**src/rtl/msw_params.svh**
```systemverilog
// constants for the modem sleep, wake and reset block
`ifndef MSW_PARAMS_SVH
`define MSW_PARAMS_SVH
// ----------------------------------------
// timing
// ----------------------------------------
`define MSW_CLK_HZ 10000000
`define MSW_READY_MS 25
`define MSW_READY_CYC ((`MSW_CLK_HZ / 1000) * `MSW_READY_MS)
`define MSW_XTAL_KHZ 28224
`define MSW_TICK_DIV 10000
// ----------------------------------------
// widths and reset values
// ----------------------------------------
`define MSW_IDLE_W 8
`define MSW_IDLE_RST 8'h0A
`define MSW_SRAM_AW 6
`define MSW_SRAM_DW 8
`define MSW_ZERO8 8'h00
`endif

```
**src/rtl/msw_pkg.sv**
```systemverilog
// types for the modem sleep, wake and reset block
`default_nettype none
package msw_pkg;
   typedef enum logic [1:0] {ST_RESET, ST_CLEAR, ST_AWAKE, ST_SLEEP} msw_state_e;
   // wake and activity causes travel together
   typedef struct packed
   {
      logic ring;
      logic host_write;
      logic serial_char;
      logic line_active;
   } msw_events_s;
endpackage
`default_nettype wire

```
**src/rtl/msw_sram.sv**
```systemverilog
// small on-chip scratch memory with registered read data
`timescale 1ns/1ps
`default_nettype none
`include "msw_params.svh"
module msw_sram #(
   parameter int AW = `MSW_SRAM_AW,
   parameter int DW = `MSW_SRAM_DW
) (
   // clock
   input wire logic clk,
   // port
   input wire logic we,
   input wire logic [AW-1:0] addr,
   input wire logic [DW-1:0] wdata,
   output logic [DW-1:0] rdata
);
   logic [DW-1:0] mem [0:(1<<AW)-1];
   always_ff @(posedge clk)
   begin
      if (we)
      begin
         mem[addr] <= wdata;
      end
      rdata <= mem[addr];
   end
endmodule // msw_sram
`default_nettype wire

```
**src/rtl/msw_top.sv**
```systemverilog
// sleep entry, wake-up, reset release and speaker slicer for the modem core
//
// Function
// - sleep is entered only with no line connection and host idle for the programmed time.
// - while asleep circuits_enable is low; the clock logic, synchronisers and speaker flop keep running, so wake is immediate.
// - a detected ring wakes the device.
// - in parallel host mode any host write wakes the device.
// - in serial host mode a received terminal character wakes the device.
// - active-low reset reinitialises all logic except the pin synchronisers, tick divider and speaker and crystal flops, and clears the internal memory.
// - the device stays in reset while reset is low and leaves it on the rising edge.
// - ready is signalled 25 ms after the reset rising edge, not before.
// - the speaker output is the received line signal sliced to a logic level.
// - all timing derives from the 10 MHz clk; the 28.224 MHz crystal level only passes through the synchronisers and a registered inverter.
`timescale 1ns/1ps
`default_nettype none
`include "msw_params.svh"
module msw_top #(
   parameter int READY_CYC = `MSW_READY_CYC,
   parameter int TICK_DIV = `MSW_TICK_DIV
) (
   // clock and reset
   input wire logic clk,
   input wire logic rst,
   input wire logic reset_n_pin,
   // crystal
   input wire logic crystal_in,
   output logic crystal_out,
   // configuration and events
   input wire logic parallel_mode,
   input wire logic [`MSW_IDLE_W-1:0] sleep_idle_time_register,
   input wire logic line_connected,
   input wire msw_pkg::msw_events_s events,
   input wire logic rx_line_level,
   // status
   output logic ready,
   output logic asleep,
   output logic circuits_enable,
   output logic call_progress_speaker_out
);
   // ----------------------------------------
   // pin synchronisers
   // ----------------------------------------
   // the crystal, reset, line-level and ring pins pass two flops before any use
   // the crystal level is only sampled here; the real oscillator pad sits outside this clock
   logic [3:0] sync1_q, sync1_d, sync2_q, sync2_d;
   always_comb
   begin
      sync1_d = {crystal_in, reset_n_pin, rx_line_level, events.ring};
      sync2_d = sync1_q;
   end
   always_ff @(posedge clk)
   begin
      if (rst)
      begin
         sync1_q <= 4'h0;
         sync2_q <= 4'h0;
      end
      else
      begin
         sync1_q <= sync1_d;
         sync2_q <= sync2_d;
      end
   end
   logic xtal_s, res_n_s, rx_s, ring_s;
   assign xtal_s = sync2_q[3];
   assign res_n_s = sync2_q[2];
   assign rx_s = sync2_q[1];
   assign ring_s = sync2_q[0];

   // ----------------------------------------
   // state machine and counters
   // ----------------------------------------
   msw_pkg::msw_state_e state_q, state_d;
   logic [31:0] cnt_q, cnt_d;
   logic [31:0] div_q, div_d;
   logic [`MSW_IDLE_W-1:0] idle_q, idle_d;
   logic [`MSW_SRAM_AW-1:0] clr_q, clr_d;
   logic ready_q, ready_d, spk_q, spk_d, xo_q, xo_d;
   logic activity, wake, tick;

   assign activity = events.line_active | events.host_write | events.serial_char | ring_s;
   assign wake = ring_s
      | (parallel_mode & events.host_write)
      | (~parallel_mode & events.serial_char);
   assign tick = (div_q == 32'(TICK_DIV - 1));

   always_comb
   begin
      state_d = state_q;
      cnt_d = cnt_q;
      div_d = tick ? 32'h0 : div_q + 32'h1;
      idle_d = idle_q;
      clr_d = clr_q;
      ready_d = ready_q;
      spk_d = rx_s;
      xo_d = ~xtal_s; // inverting crystal amplifier stage
      case (state_q)
         msw_pkg::ST_RESET:
         begin
            // held here while the pin is low
            ready_d = 1'b0;
            cnt_d = 32'h0;
            clr_d = '0;
            if (res_n_s)
            begin
               state_d = msw_pkg::ST_CLEAR;
            end
         end
         msw_pkg::ST_CLEAR:
         begin
            // wipe memory one word per cycle after release
            clr_d = clr_q + 1'b1;
            cnt_d = cnt_q + 32'h1;
            if (&clr_q)
            begin
               state_d = msw_pkg::ST_AWAKE;
            end
         end
         msw_pkg::ST_AWAKE:
         begin
            if (!ready_q)
            begin
               cnt_d = cnt_q + 32'h1;
               if (cnt_q >= 32'(READY_CYC - 1))
               begin
                  ready_d = 1'b1;
               end
            end
            if (activity || line_connected)
            begin
               idle_d = '0;
            end
            else if (tick && idle_q != sleep_idle_time_register)
            begin
               idle_d = idle_q + 1'b1;
            end
            if (ready_q && !line_connected && !activity
               && idle_q == sleep_idle_time_register)
            begin
               state_d = msw_pkg::ST_SLEEP;
            end
         end
         msw_pkg::ST_SLEEP:
         begin
            if (wake)
            begin
               idle_d = '0;
               state_d = msw_pkg::ST_AWAKE;
            end
         end
         default:
         begin
            state_d = msw_pkg::ST_RESET;
         end
      endcase
      if (!res_n_s)
      begin
         state_d = msw_pkg::ST_RESET;
         ready_d = 1'b0;
         idle_d = '0;
      end
   end

   always_ff @(posedge clk)
   begin
      if (rst)
      begin
         state_q <= msw_pkg::ST_RESET;
         cnt_q <= 32'h0;
         div_q <= 32'h0;
         idle_q <= '0;
         clr_q <= '0;
         ready_q <= 1'b0;
         spk_q <= 1'b0;
         xo_q <= 1'b0;
      end
      else
      begin
         state_q <= state_d;
         cnt_q <= cnt_d;
         div_q <= div_d;
         idle_q <= idle_d;
         clr_q <= clr_d;
         ready_q <= ready_d;
         spk_q <= spk_d;
         xo_q <= xo_d;
      end
   end

   // ----------------------------------------
   // internal memory, cleared after reset
   // ----------------------------------------
   logic [`MSW_SRAM_DW-1:0] sram_rdata;
   msw_sram #(.AW(`MSW_SRAM_AW), .DW(`MSW_SRAM_DW)) u_sram (
      .clk(clk),
      .we(state_q == msw_pkg::ST_CLEAR),
      .addr(clr_q),
      .wdata(`MSW_ZERO8),
      .rdata(sram_rdata)
   );

   // ----------------------------------------
   // outputs
   // ----------------------------------------
   // gating is a level only; the clock tree itself keeps running
   logic asleep_q, asleep_d, en_q, en_d;
   // taken from the next state so the flags line up with state_q
   always_comb
   begin
      asleep_d = (state_d == msw_pkg::ST_SLEEP);
      en_d = (state_d == msw_pkg::ST_AWAKE);
   end
   always_ff @(posedge clk)
   begin
      if (rst)
      begin
         asleep_q <= 1'b0;
         en_q <= 1'b0;
      end
      else
      begin
         asleep_q <= asleep_d;
         en_q <= en_d;
      end
   end
   assign asleep = asleep_q;
   assign circuits_enable = en_q;
   assign ready = ready_q;
   assign call_progress_speaker_out = spk_q;
   assign crystal_out = xo_q;

   // ----------------------------------------
   // checks
   // ----------------------------------------
   chk_sleep_entry: assert property (@(posedge clk) disable iff (rst)
      (state_q != msw_pkg::ST_SLEEP && state_d == msw_pkg::ST_SLEEP)
      |-> (!line_connected && idle_q == sleep_idle_time_register))
      else $error("sleep entered while busy");
   chk_sleep_gate: assert property (@(posedge clk) disable iff (rst)
      asleep |-> !circuits_enable)
      else $error("circuits on while asleep");
   chk_ring_wake: assert property (@(posedge clk) disable iff (rst)
      (state_q == msw_pkg::ST_SLEEP && ring_s && res_n_s) |=> state_q == msw_pkg::ST_AWAKE)
      else $error("ring did not wake");
   chk_host_wake: assert property (@(posedge clk) disable iff (rst)
      (state_q == msw_pkg::ST_SLEEP && parallel_mode && events.host_write && res_n_s)
      |=> !asleep)
      else $error("host write did not wake");
   chk_char_wake: assert property (@(posedge clk) disable iff (rst)
      (state_q == msw_pkg::ST_SLEEP && !parallel_mode && events.serial_char && res_n_s)
      |=> state_q == msw_pkg::ST_AWAKE)
      else $error("character did not wake");
   chk_reset_hold: assert property (@(posedge clk) disable iff (rst)
      !res_n_s |=> (state_q == msw_pkg::ST_RESET && !ready))
      else $error("not held in reset");
   chk_sram_clear: assert property (@(posedge clk) disable iff (rst)
      (state_q == msw_pkg::ST_RESET && res_n_s) |=> state_q == msw_pkg::ST_CLEAR)
      else $error("memory clear skipped");
   chk_ready_time: assert property (@(posedge clk) disable iff (rst)
      $rose(ready) |-> cnt_q == 32'(READY_CYC))
      else $error("ready at wrong time");
   chk_idle_clear: assert property (@(posedge clk) disable iff (rst)
      (state_q == msw_pkg::ST_SLEEP && state_d == msw_pkg::ST_AWAKE) |=> idle_q == '0)
      else $error("idle timer not cleared");
   chk_speaker: assert property (@(posedge clk) disable iff (rst)
      ##1 call_progress_speaker_out == $past(rx_s))
      else $error("speaker not sliced line");

   // ----------------------------------------
   // clock, sleep, wake, memory, idle and ready checks
   // ----------------------------------------
   // only word 0 is read back; the sweep check covers the other addresses
   chk_clock_alive: assert property (@(posedge clk) disable iff (rst)
      asleep |=> crystal_out == ~$past(xtal_s))
      else $error("clock stage stopped in sleep");
   chk_sleep_ready: assert property (@(posedge clk) disable iff (rst)
      (state_q == msw_pkg::ST_AWAKE && state_d == msw_pkg::ST_SLEEP)
      |-> (ready && !activity))
      else $error("sleep entered before ready");
   chk_idle_restart: assert property (@(posedge clk) disable iff (rst)
      (state_q == msw_pkg::ST_AWAKE && res_n_s && (activity || line_connected))
      |=> idle_q == '0)
      else $error("idle timer kept counting");
   chk_wrong_mode: assert property (@(posedge clk) disable iff (rst)
      (state_q == msw_pkg::ST_SLEEP && !ring_s && res_n_s
      && !(parallel_mode ? events.host_write : events.serial_char))
      |=> state_q == msw_pkg::ST_SLEEP)
      else $error("woke without a cause");
   chk_clear_span: assert property (@(posedge clk) disable iff (rst)
      (state_q == msw_pkg::ST_CLEAR && !(&clr_q) && res_n_s)
      |=> (state_q == msw_pkg::ST_CLEAR && clr_q == $past(clr_q) + 1'b1))
      else $error("memory clear cut short");
   chk_sram_zero: assert property (@(posedge clk) disable iff (rst)
      (state_q == msw_pkg::ST_AWAKE && $past(state_q) == msw_pkg::ST_AWAKE)
      |-> sram_rdata == '0)
      else $error("memory word not cleared");
   chk_ready_early: assert property (@(posedge clk) disable iff (rst)
      (!ready && cnt_q < 32'(READY_CYC - 1)) |=> !ready)
      else $error("ready raised early");
endmodule // msw_top
`default_nettype wire

```
**config.mk**
```make
export PLATFORM = sky130hd
export DESIGN_NAME = msw_top
export DESIGN_NICKNAME = d
export VERILOG_FILES = /design/src/rtl/msw_pkg.sv /design/src/rtl/msw_sram.sv /design/src/rtl/msw_top.sv
export VERILOG_INCLUDE_DIRS = /design/src /design/src/rtl
export SDC_FILE = /design/constraint.sdc
export NUM_CORES = 1
export LEC_CHECK = 0
export BUFFER_PORTS_ARGS = -buffer_cell sky130_fd_sc_hd__buf_2
export CORE_MARGIN = 5
export CORE_UTILIZATION = 60
export CTS_CLUSTER_DIAMETER = 150
export DETAILED_ROUTE_END_ITERATION = 12
export PLACE_DENSITY = 0.84
export SETUP_SLACK_MARGIN = 0.3
export SYNTH_ARGS = -nofsm -noshare
export SYNTH_HDL_FRONTEND = slang
export SYNTH_SLANG_ARGS = --single-unit
```
**constraint.sdc**
```tcl
create_clock -name clk -period 3.4 [get_ports clk]
set_input_delay 0.51 -clock clk [delete_from_list [all_inputs] [get_ports clk]]
set_output_delay 0.51 -clock clk [all_outputs]
set_load 0.03 [all_outputs]
```
# Yosys cells after proc, flatten, opt, wreduce, memory -nomap -nowiden
# Index checks and enable logic that the tools add are counted.
[classes]
bitwise = 10
reduce_logical = 17
n_mux = 15
eq_ne = 11
addsub = 4
n_lt_le_gt_ge = 1
[ops]
columns = ["op", "count"]
rows = [
  ["one-hot mux 32 bit (3 select lines)", 1],
  ["adder 32 x 1 -> 32 bit, second input constant", 2],
  ["== test 32 x 14 -> 1 bit, second input constant", 1],
  ["greater-or-equal comparator 32 x 18 -> 1 bit, second input constant", 1],
  ["2-to-1 mux 32 bit", 1],
  ["2-to-1 mux 8 bit", 3],
  ["one-hot mux 8 bit (2 select lines)", 1],
  ["one-hot mux 6 bit (2 select lines)", 1],
  ["adder 8 x 1 -> 8 bit, second input constant", 1],
  ["== test 2 bit, second input constant", 4],
  ["== test 8 bit", 1],
  ["2-to-1 mux 2 bit", 4],
  ["inequality test 8 bit", 1],
  ["one-hot mux 2 bit (4 select lines)", 1],
  ["adder 6 x 1 -> 6 bit, second input constant", 1],
  ["AND reduction 6 bit", 1],
  ["nonzero test 2 bit", 3],
  ["bitwise OR 1 bit", 5],
  ["logical AND 1 bit", 4],
  ["inequality test 2 bit, second input constant", 2],
  ["OR reduction 2 bit", 2],
  ["inequality test 3 bit, second input constant", 1],
  ["inverter 1 bit", 3],
  ["AND reduction 3 bit", 1],
  ["9 further kinds", 12],
]
[totals]
register_bits = 93
out_inout_bits = 5

# Longest topological paths before layout
# Gate-level depths: netlist (run 1).
[logic_depth]
word_depth = 10
mapped_depth = 9

# Worst setup path after synthesis (run 1)
# Ideal clock, no wire load.
[synth_timing]
path_kind = "register to register"
startpoint = "register state_q[0]"
endpoint = "register cnt_q[31]"
path_slack_ps = 1165
period_less_slack_ps = 2235
t_required_ps = 3279
stages_incl_launch_ff = 9
t_arrival_ps = 2114
setup_time_ps = 121
path_cell_list = "dfxtp_1 inv_1 ha_1 nand2_1 nand2_2 or4_1 clkbuf_2 nor3_1 mux2_2"
[synth_between]
elab_chain_cells = 3
elab_cells_between_ends = 7
[synth_lines]
columns = ["element", "line_no", "text"]
rows = [
  ["start: declaration", "msw_top.sv:73", "msw_pkg::msw_state_e state_q, state_d;"],
  ["start signal: assignment", "msw_top.sv:168", "state_q <= msw_pkg::ST_RESET;"],
  ["start signal: assignment", "msw_top.sv:179", "state_q <= state_d;"],
  ["== test 2 bit, or another cell as far along", "msw_top.sv:97", "case (state_q)"],
  ["inequality test 2 bit (no line) / nonzero test 3 bit (equally long branches)", "-", ""],
  ["AND reduction 2 bit (no line)", "-", ""],
  ["end signal: assignment", "msw_top.sv:180", "cnt_q <= cnt_d;"],
  ["end: declaration", "msw_top.sv:74", "logic [31:0] cnt_q, cnt_d;"],
]
# Several ways; a longest one is shown, not always the timed one.
# A chain may end at the register's enable or synchronous reset.

# Worst setup path in the final report (run 1)
[layout_timing]
startpoint = "register state_q[1]"
endpoint = "register cnt_q[31]"
# Same word-level chain as after synthesis.

==> run_results.csv, run 1 <==
group,metric,value,unit
status,status,"complete, no violations",
placed_design,hpwlAfterDp,6120,um
clocking,clockBufferDepth,2,
clocking,clkSinkCount,93,
layout,fin_nets,550,
global_routing,grt_pass1_vias,3428,
sta,rsz0062_at_grt,"no",
sta,tightest_slew,804,ps
die,start_util,60.7,%
layout,mostFrequentLayoutCell,"dfxtp_1",
clocking,cts-htree-levels,3,
yosys,synthCells,504,
setup_path,cp.arrival,2990,ps
route,drtIter0Drc,201,
die,coreArea,7180,um2
layout,diodes,0,
setup_path,rr_startpoint,"state_q[1]$_SDFF_PP0_",
yosys,synth_cell_types,49,
sta,finalHoldViolations,0,
layout,multiInputGateArea,2360,um2
die,rows,31,
setup_path,path_max_fanout,16,
global_routing,antenna_found_initial,0,
clocking,path_clk_slew,90,ps
sta,tns,0,ps
placed_design,numPlacedInstances,610,
route,drc_errors,0,
power,power_density,394,nW/um2
clocking,root_buffer,"clkbuf_8",
route,antenna_left,0,
route,routed_wl,8680,um
die,dieWidth,95.2,um
power,leakage,1.60,nW
layout,final_cell_mix,"93 x dfxtp_1, 73 x nor2_1, 43 x xnor2_1, 27 x nand2_1, 23 x buf_2",
die,die-area,9060,um2
placed_design,gp_congestion,0.887,
clocking,cts-hold-fix-buffers,0,
layout,design_area,4730,um2
sta,setup_viol,0,
sta,slew_viol_final,0,
layout,fin_util,65.9,%
min_path,holdCritStartpoint,"rx_line_level",
route,via_per_inst,5.81,
die,ios,24,
global_routing,grt_max_degree,33,
setup_path,critPathLaunch,"state_q[1]$_SDFF_PP0_",
yosys,syn-cell-area,4350,um2
layout,drive_gt1_share,9.49,%
clocking,post_cts_resized,0,
route,first_pass_iters,4,
sta,relSlewSlack,46.0,%
setup_path,critPathKind,"register to register",
global_routing,grt_pass1_wl,14800,um
yosys,ys_warn_count,0,
layout,seqCellArea,1860,um2
layout,n_fill_cell,574,
setup_path,cp-end-kind,"register",
yosys,synth_top_flop_cell,"dfxtp_1",
route,via_count,3638,
sta,hold_ws,354,ps
placed_design,place_area,4540,um2
flow_run,cap_violations,0,
yosys,syn_area_per_cell,8.64,um2
setup_path,required,3660,ps
yosys,synth_nets,532,
route,wire_per_inst,13.9,um
setup_path,cp-start-kind,"register",
sta,fmax,365,MHz
clocking,cts-buffers-inserted,9,
yosys,async_flop_share,0,%
yosys,synth-edff-count,0,
global_routing,grt_overflow_total,0,
sta,skew,14.7,ps
clocking,cts_tree,"yes",
sta,fin_crit,2740,ps
clocking,post_cts_buffers,0,
yosys,synth-seq-cells,93,
sta,post-route-period-util,80.6,%
layout,areaGrowthSynthToFinish,8.62,%
power,ir_drop,0.000235,V
yosys,seq_area_frac_synth,42.8,%
min_path,hold_path_class,"primary input to register",
layout,layoutNonFillerInstCount,626,
clocking,worstSkewPairLatency,360,ps
die,die_y,95.2,um
global_routing,track_usage,20.1,%
placed_design,io_buffers,23,
==> per-layer routing <==
layer  global-route usage (%)  vias up  wire length (um)
li1                         -     1822                 -
met1                     25.8     1725              4020
met2                     33.7       77              4170
met3                     3.71       14               368
met4                     7.57        0               123
met5                        0        -                 0
==> path summary, 6_finish.rpt <==
check	endpoint	cells after the start	slack [ps]
hold / removal	sync1_q[1]$_SDFF_PP0_	2	350
setup reg to reg	cnt_q[31]$_SDFFE_PP0P_	7	660
hold reg to reg	crystal_out$_SDFF_PP0_	1	420
setup / recovery	cnt_q[31]$_SDFFE_PP0P_	7	660
==> per-stage QoR <==
step                total power, mW  setup slack, ps
finish                         1.86              661
global route                   1.93              442
detailed placement             1.18              696
global placement               1.18              849
CTS                            1.87              673
floorplan                      1.16             1170
==> synthesized netlist by cell type (2+ instances only) <==
cell type | n | area share [%]
a311oi_1 | 3 | 0.60
and4_1 | 8 | 1.6
o21ai_0 | 15 | 1.7
a31oi_1 | 7 | 1.0
ha_1 | 9 | 2.6
clkbuf_1 | 12 | 1.0
nor2_1 | 73 | 6.3
nand3_1 | 22 | 2.5
a41o_1 | 2 | 0.46
or4_1 | 2 | 0.34
or2_2 | 2 | 0.29
a21oi_1 | 16 | 1.8
xor2_1 | 15 | 3.0
nor3b_1 | 2 | 0.34
mux2i_1 | 4 | 0.92
nand4_1 | 16 | 2.3
a41oi_1 | 8 | 1.6
nor4_1 | 22 | 3.2
or3_1 | 11 | 1.6
xnor2_1 | 43 | 8.6
and3_1 | 10 | 1.4
and2_1 | 5 | 0.72
nor3_1 | 15 | 1.7
nand2_1 | 27 | 2.3
inv_1 | 16 | 1.4
nand2b_1 | 6 | 0.86
nor2b_1 | 15 | 2.2
nand3b_1 | 3 | 0.52
buf_2 | 3 | 0.34
dfxtp_1 | 93 | 43
==> critical path, cell delays in order, from the launching register on <==
cell and delay, ps:
dfxtp_1 360, inv_1 90, ha_1 460, or3_1 350, nand2_2 130, or4_1 670, nor3_1 210, mux2_2 350
==> cell families after synthesis <==
group           after synthesis  synth area share (%)
simple gates                246                  29.9
flops                        93                  42.8
compound gates               59                  8.76
xor+xnor                     58                  11.7
buf+inv                      34                  3.13
fa+ha+maj                     9                  2.59
mux                           5                  1.18
==> area by class of cell <==
type                    count  area share [%]
multi-input cells         377            49.9
clock inverters             5           0.899
clock buffers              11            3.20
flip-flops and latches     93            39.4
repair buffers             25            2.75
inverters                  16            1.27
well taps                  99            2.62
==> report_power, final <==
part | switching, mW | internal, mW
combinational | 0.0328 | 0.0222
sequential | 0.00488 | 1.10
clock | 0.391 | 0.314
==> flip-flops by register name, indices dropped and copies added (netlist names) <==
signal / flops
asleep: 1
ready: 1
sync2_q: 4
state_q: 2
div_q: 32
cnt_q: 32
sync1_q: 4
circuits_enable: 1
idle_q: 8
call_progress_speaker_out: 1
crystal_out: 1
clr_q: 6
No activity file was read; power rests on OpenSTA's default activity.
==> inputs of run 2 (changes only) <==
Clock period 3.4 ns to 2.8 ns, I/O delays scaled along.
==> run 2 against run 1 <==
  * Register-to-register slack lost 230 ps
  * Clock skew down 4.3 ps
  * Routed wire length shrank 1.5%
  * Clock power increased by 31%
  * Critical path depth unchanged
  * Critical path type unchanged
  * Critical endpoint unchanged
  * Largest cell class unchanged
==> run_results.csv, run 2 (same netlist as run 1, synthesis figures left out) <==
group,metric,value,unit
layout,n_fill_cell,575,
clocking,path_clk_slew,90,ps
clocking,cts-htree-levels,3,
global_routing,grt_overflow_total,0,
sta,slew_viol_final,0,
clocking,cts-buffers-inserted,9,
global_routing,grt_max_degree,33,
setup_path,cp-start-kind,"register",
sta,fin_crit,2360,ps
layout,fin_nets,555,
power,switching_power,0.503,mW
sta,rsz0062_at_grt,"no",
placed_design,place_area,4570,um2
clocking,cts_tree,"yes",
die,start_util,60.7,%
layout,mostFrequentLayoutCell,"dfxtp_1",
route,drc_errors,0,
sta,tns,0,ps
power,power_density,486,nW/um2
power,pwr-share-comb,2.9,%
sta,finalHoldViolations,0,
setup_path,critPathKind,"register to register",
placed_design,io_buffers,23,
global_routing,track_usage,20.8,%
die,rows,31,
layout,final_cell_mix,"93 x dfxtp_1, 73 x nor2_1, 43 x xnor2_1, 26 x nand2_1, 23 x buf_2",
setup_path,cp.arrival,2610,ps
sta,skew,10.4,ps
clocking,post_cts_buffers,0,
clocking,worstSkewPairLatency,350,ps
layout,design_area,4800,um2
clocking,cts-hold-fix-buffers,0,
die,coreArea,7180,um2
route,routed_wl,8550,um
layout,areaGrowthSynthToFinish,10.1,%
placed_design,hpwlAfterDp,6180,um
setup_path,cp-end-kind,"register",
layout,multiInputGateArea,2370,um2
die,ios,24,
layout,diodes,0,
layout,seqCellArea,1860,um2
power,ir_drop,0.000236,V
die,dieWidth,95.2,um
power,power.internal,1.83,mW
sta,tightest_slew,604,ps
setup_path,required,3040,ps
global_routing,grt_pass1_vias,3513,
route,wire_per_inst,13.5,um
flow_run,cap_violations,0,
route,antenna_left,0,
power,leakage,1.63,nW
status,status,"complete, no violations",
die,die-area,9060,um2
route,drtIter0Drc,237,
clocking,clkSinkCount,93,
sta,setup_viol,0,
sta,fmax,423,MHz
layout,drive_gt1_share,10.9,%
min_path,hold_path_class,"primary input to register",
clocking,post_cts_resized,0,
clocking,clockBufferDepth,2,
route,via_count,3633,
route,first_pass_iters,4,
sta,relSlewSlack,59.3,%
sta,post-route-period-util,84.4,%
setup_path,path_max_fanout,8,
global_routing,antenna_found_initial,0,
route,via_per_inst,5.76,
power,power_frac_seq,57.4,%
power,swShare,21.6,%
layout,reg.largest.list,"cnt_q (32), div_q (32), idle_q (8)",
clocking,root_buffer,"clkbuf_8",
power,power_frac_clock,39.6,%
placed_design,gp_congestion,0.912,
die,die_y,95.2,um
global_routing,grt_pass1_wl,15400,um
[run 2: cell types whose count changed in the layout (fill, tap and decap cells not counted)]
cell / delta
buf_4: +5
ha_1: -2
ha_2: +2
bufinv_16: +1
clkbuf_1: +1
clkinv_4: -1
inv_6: -1
nand2_1: -1
nand2_2: +1
or3_1: -1
or3_4: +1
[run 2: area by class of cell]
| class | count | share of cell area (%) |
|---|---|---|
| Multi-Input combinational cell | 377 | 49.5 |
| Sequential cell | 93 | 38.8 |
| Timing Repair Buffer | 30 | 3.50 |
| Clock buffer | 12 | 3.24 |
| Tap cell | 99 | 2.58 |
| Inverter | 16 | 1.25 |
| Clock inverter | 4 | 1.15 |
[run 2: power groups by stage]
| stage | Combinational [mW] | Sequential (mW) | Clock (mW) |
|---|---|---|---|
| final | 0.0687 | 1.34 | 0.924 |
| after global routing | 0.0774 | 1.34 | 1.02 |
| after CTS | 0.0690 | 1.34 | 0.943 |
| after detailed placement | 0.0686 | 1.37 | 0 |
| after global placement | 0.0655 | 1.37 | 0 |
| after floorplan | 0.0414 | 1.37 | 0 |
[run 2: final timing paths]
| path | from | to | slack (ps) | cells after the start |
|---|---|---|---|---|
| min | events[3] | sync1_q[0]$_SDFF_PP0_ | 270 | 2 |
| max reg2reg | state_q[0]$_SDFF_PP0_ | cnt_q[31]$_SDFFE_PP0P_ | 440 | 7 |
| min reg2reg | sync2_q[3]$_SDFF_PP0_ | crystal_out$_SDFF_PP0_ | 380 | 1 |
| max | state_q[0]$_SDFF_PP0_ | cnt_q[31]$_SDFFE_PP0P_ | 440 | 7 |
[run 2: critical path: stages (launching register included)]
cell and delay (ps):
dfxtp_1 430, inv_1 90, ha_2 240, nand2_2 160, nand2_2 100, or4_1 660
nor3_1 210, mux2_2 350
[run 2: per-layer routing]
layer	part of all wire, %	GRT usage (%)	vias up
met4	1.5	7.57	0
li1	-	-	1830
met2	48	34.7	70
met1	47	26.5	1717
met3	3.7	4.18	16
met5	0	0	-
[run 2: stage by stage]
step                worst slack (ps)  power [mW]  cells  hold slack, ps  utilization (%)
floorplan                        565        1.41    504             363                -
global placement                 437        1.43    615             366             63.7
detailed placement               340        1.44    615             368             63.7
CTS                              325        2.35    631             265             66.7
global route                     322        2.44    631             275             66.8
finish                           435        2.33    631             273             66.8
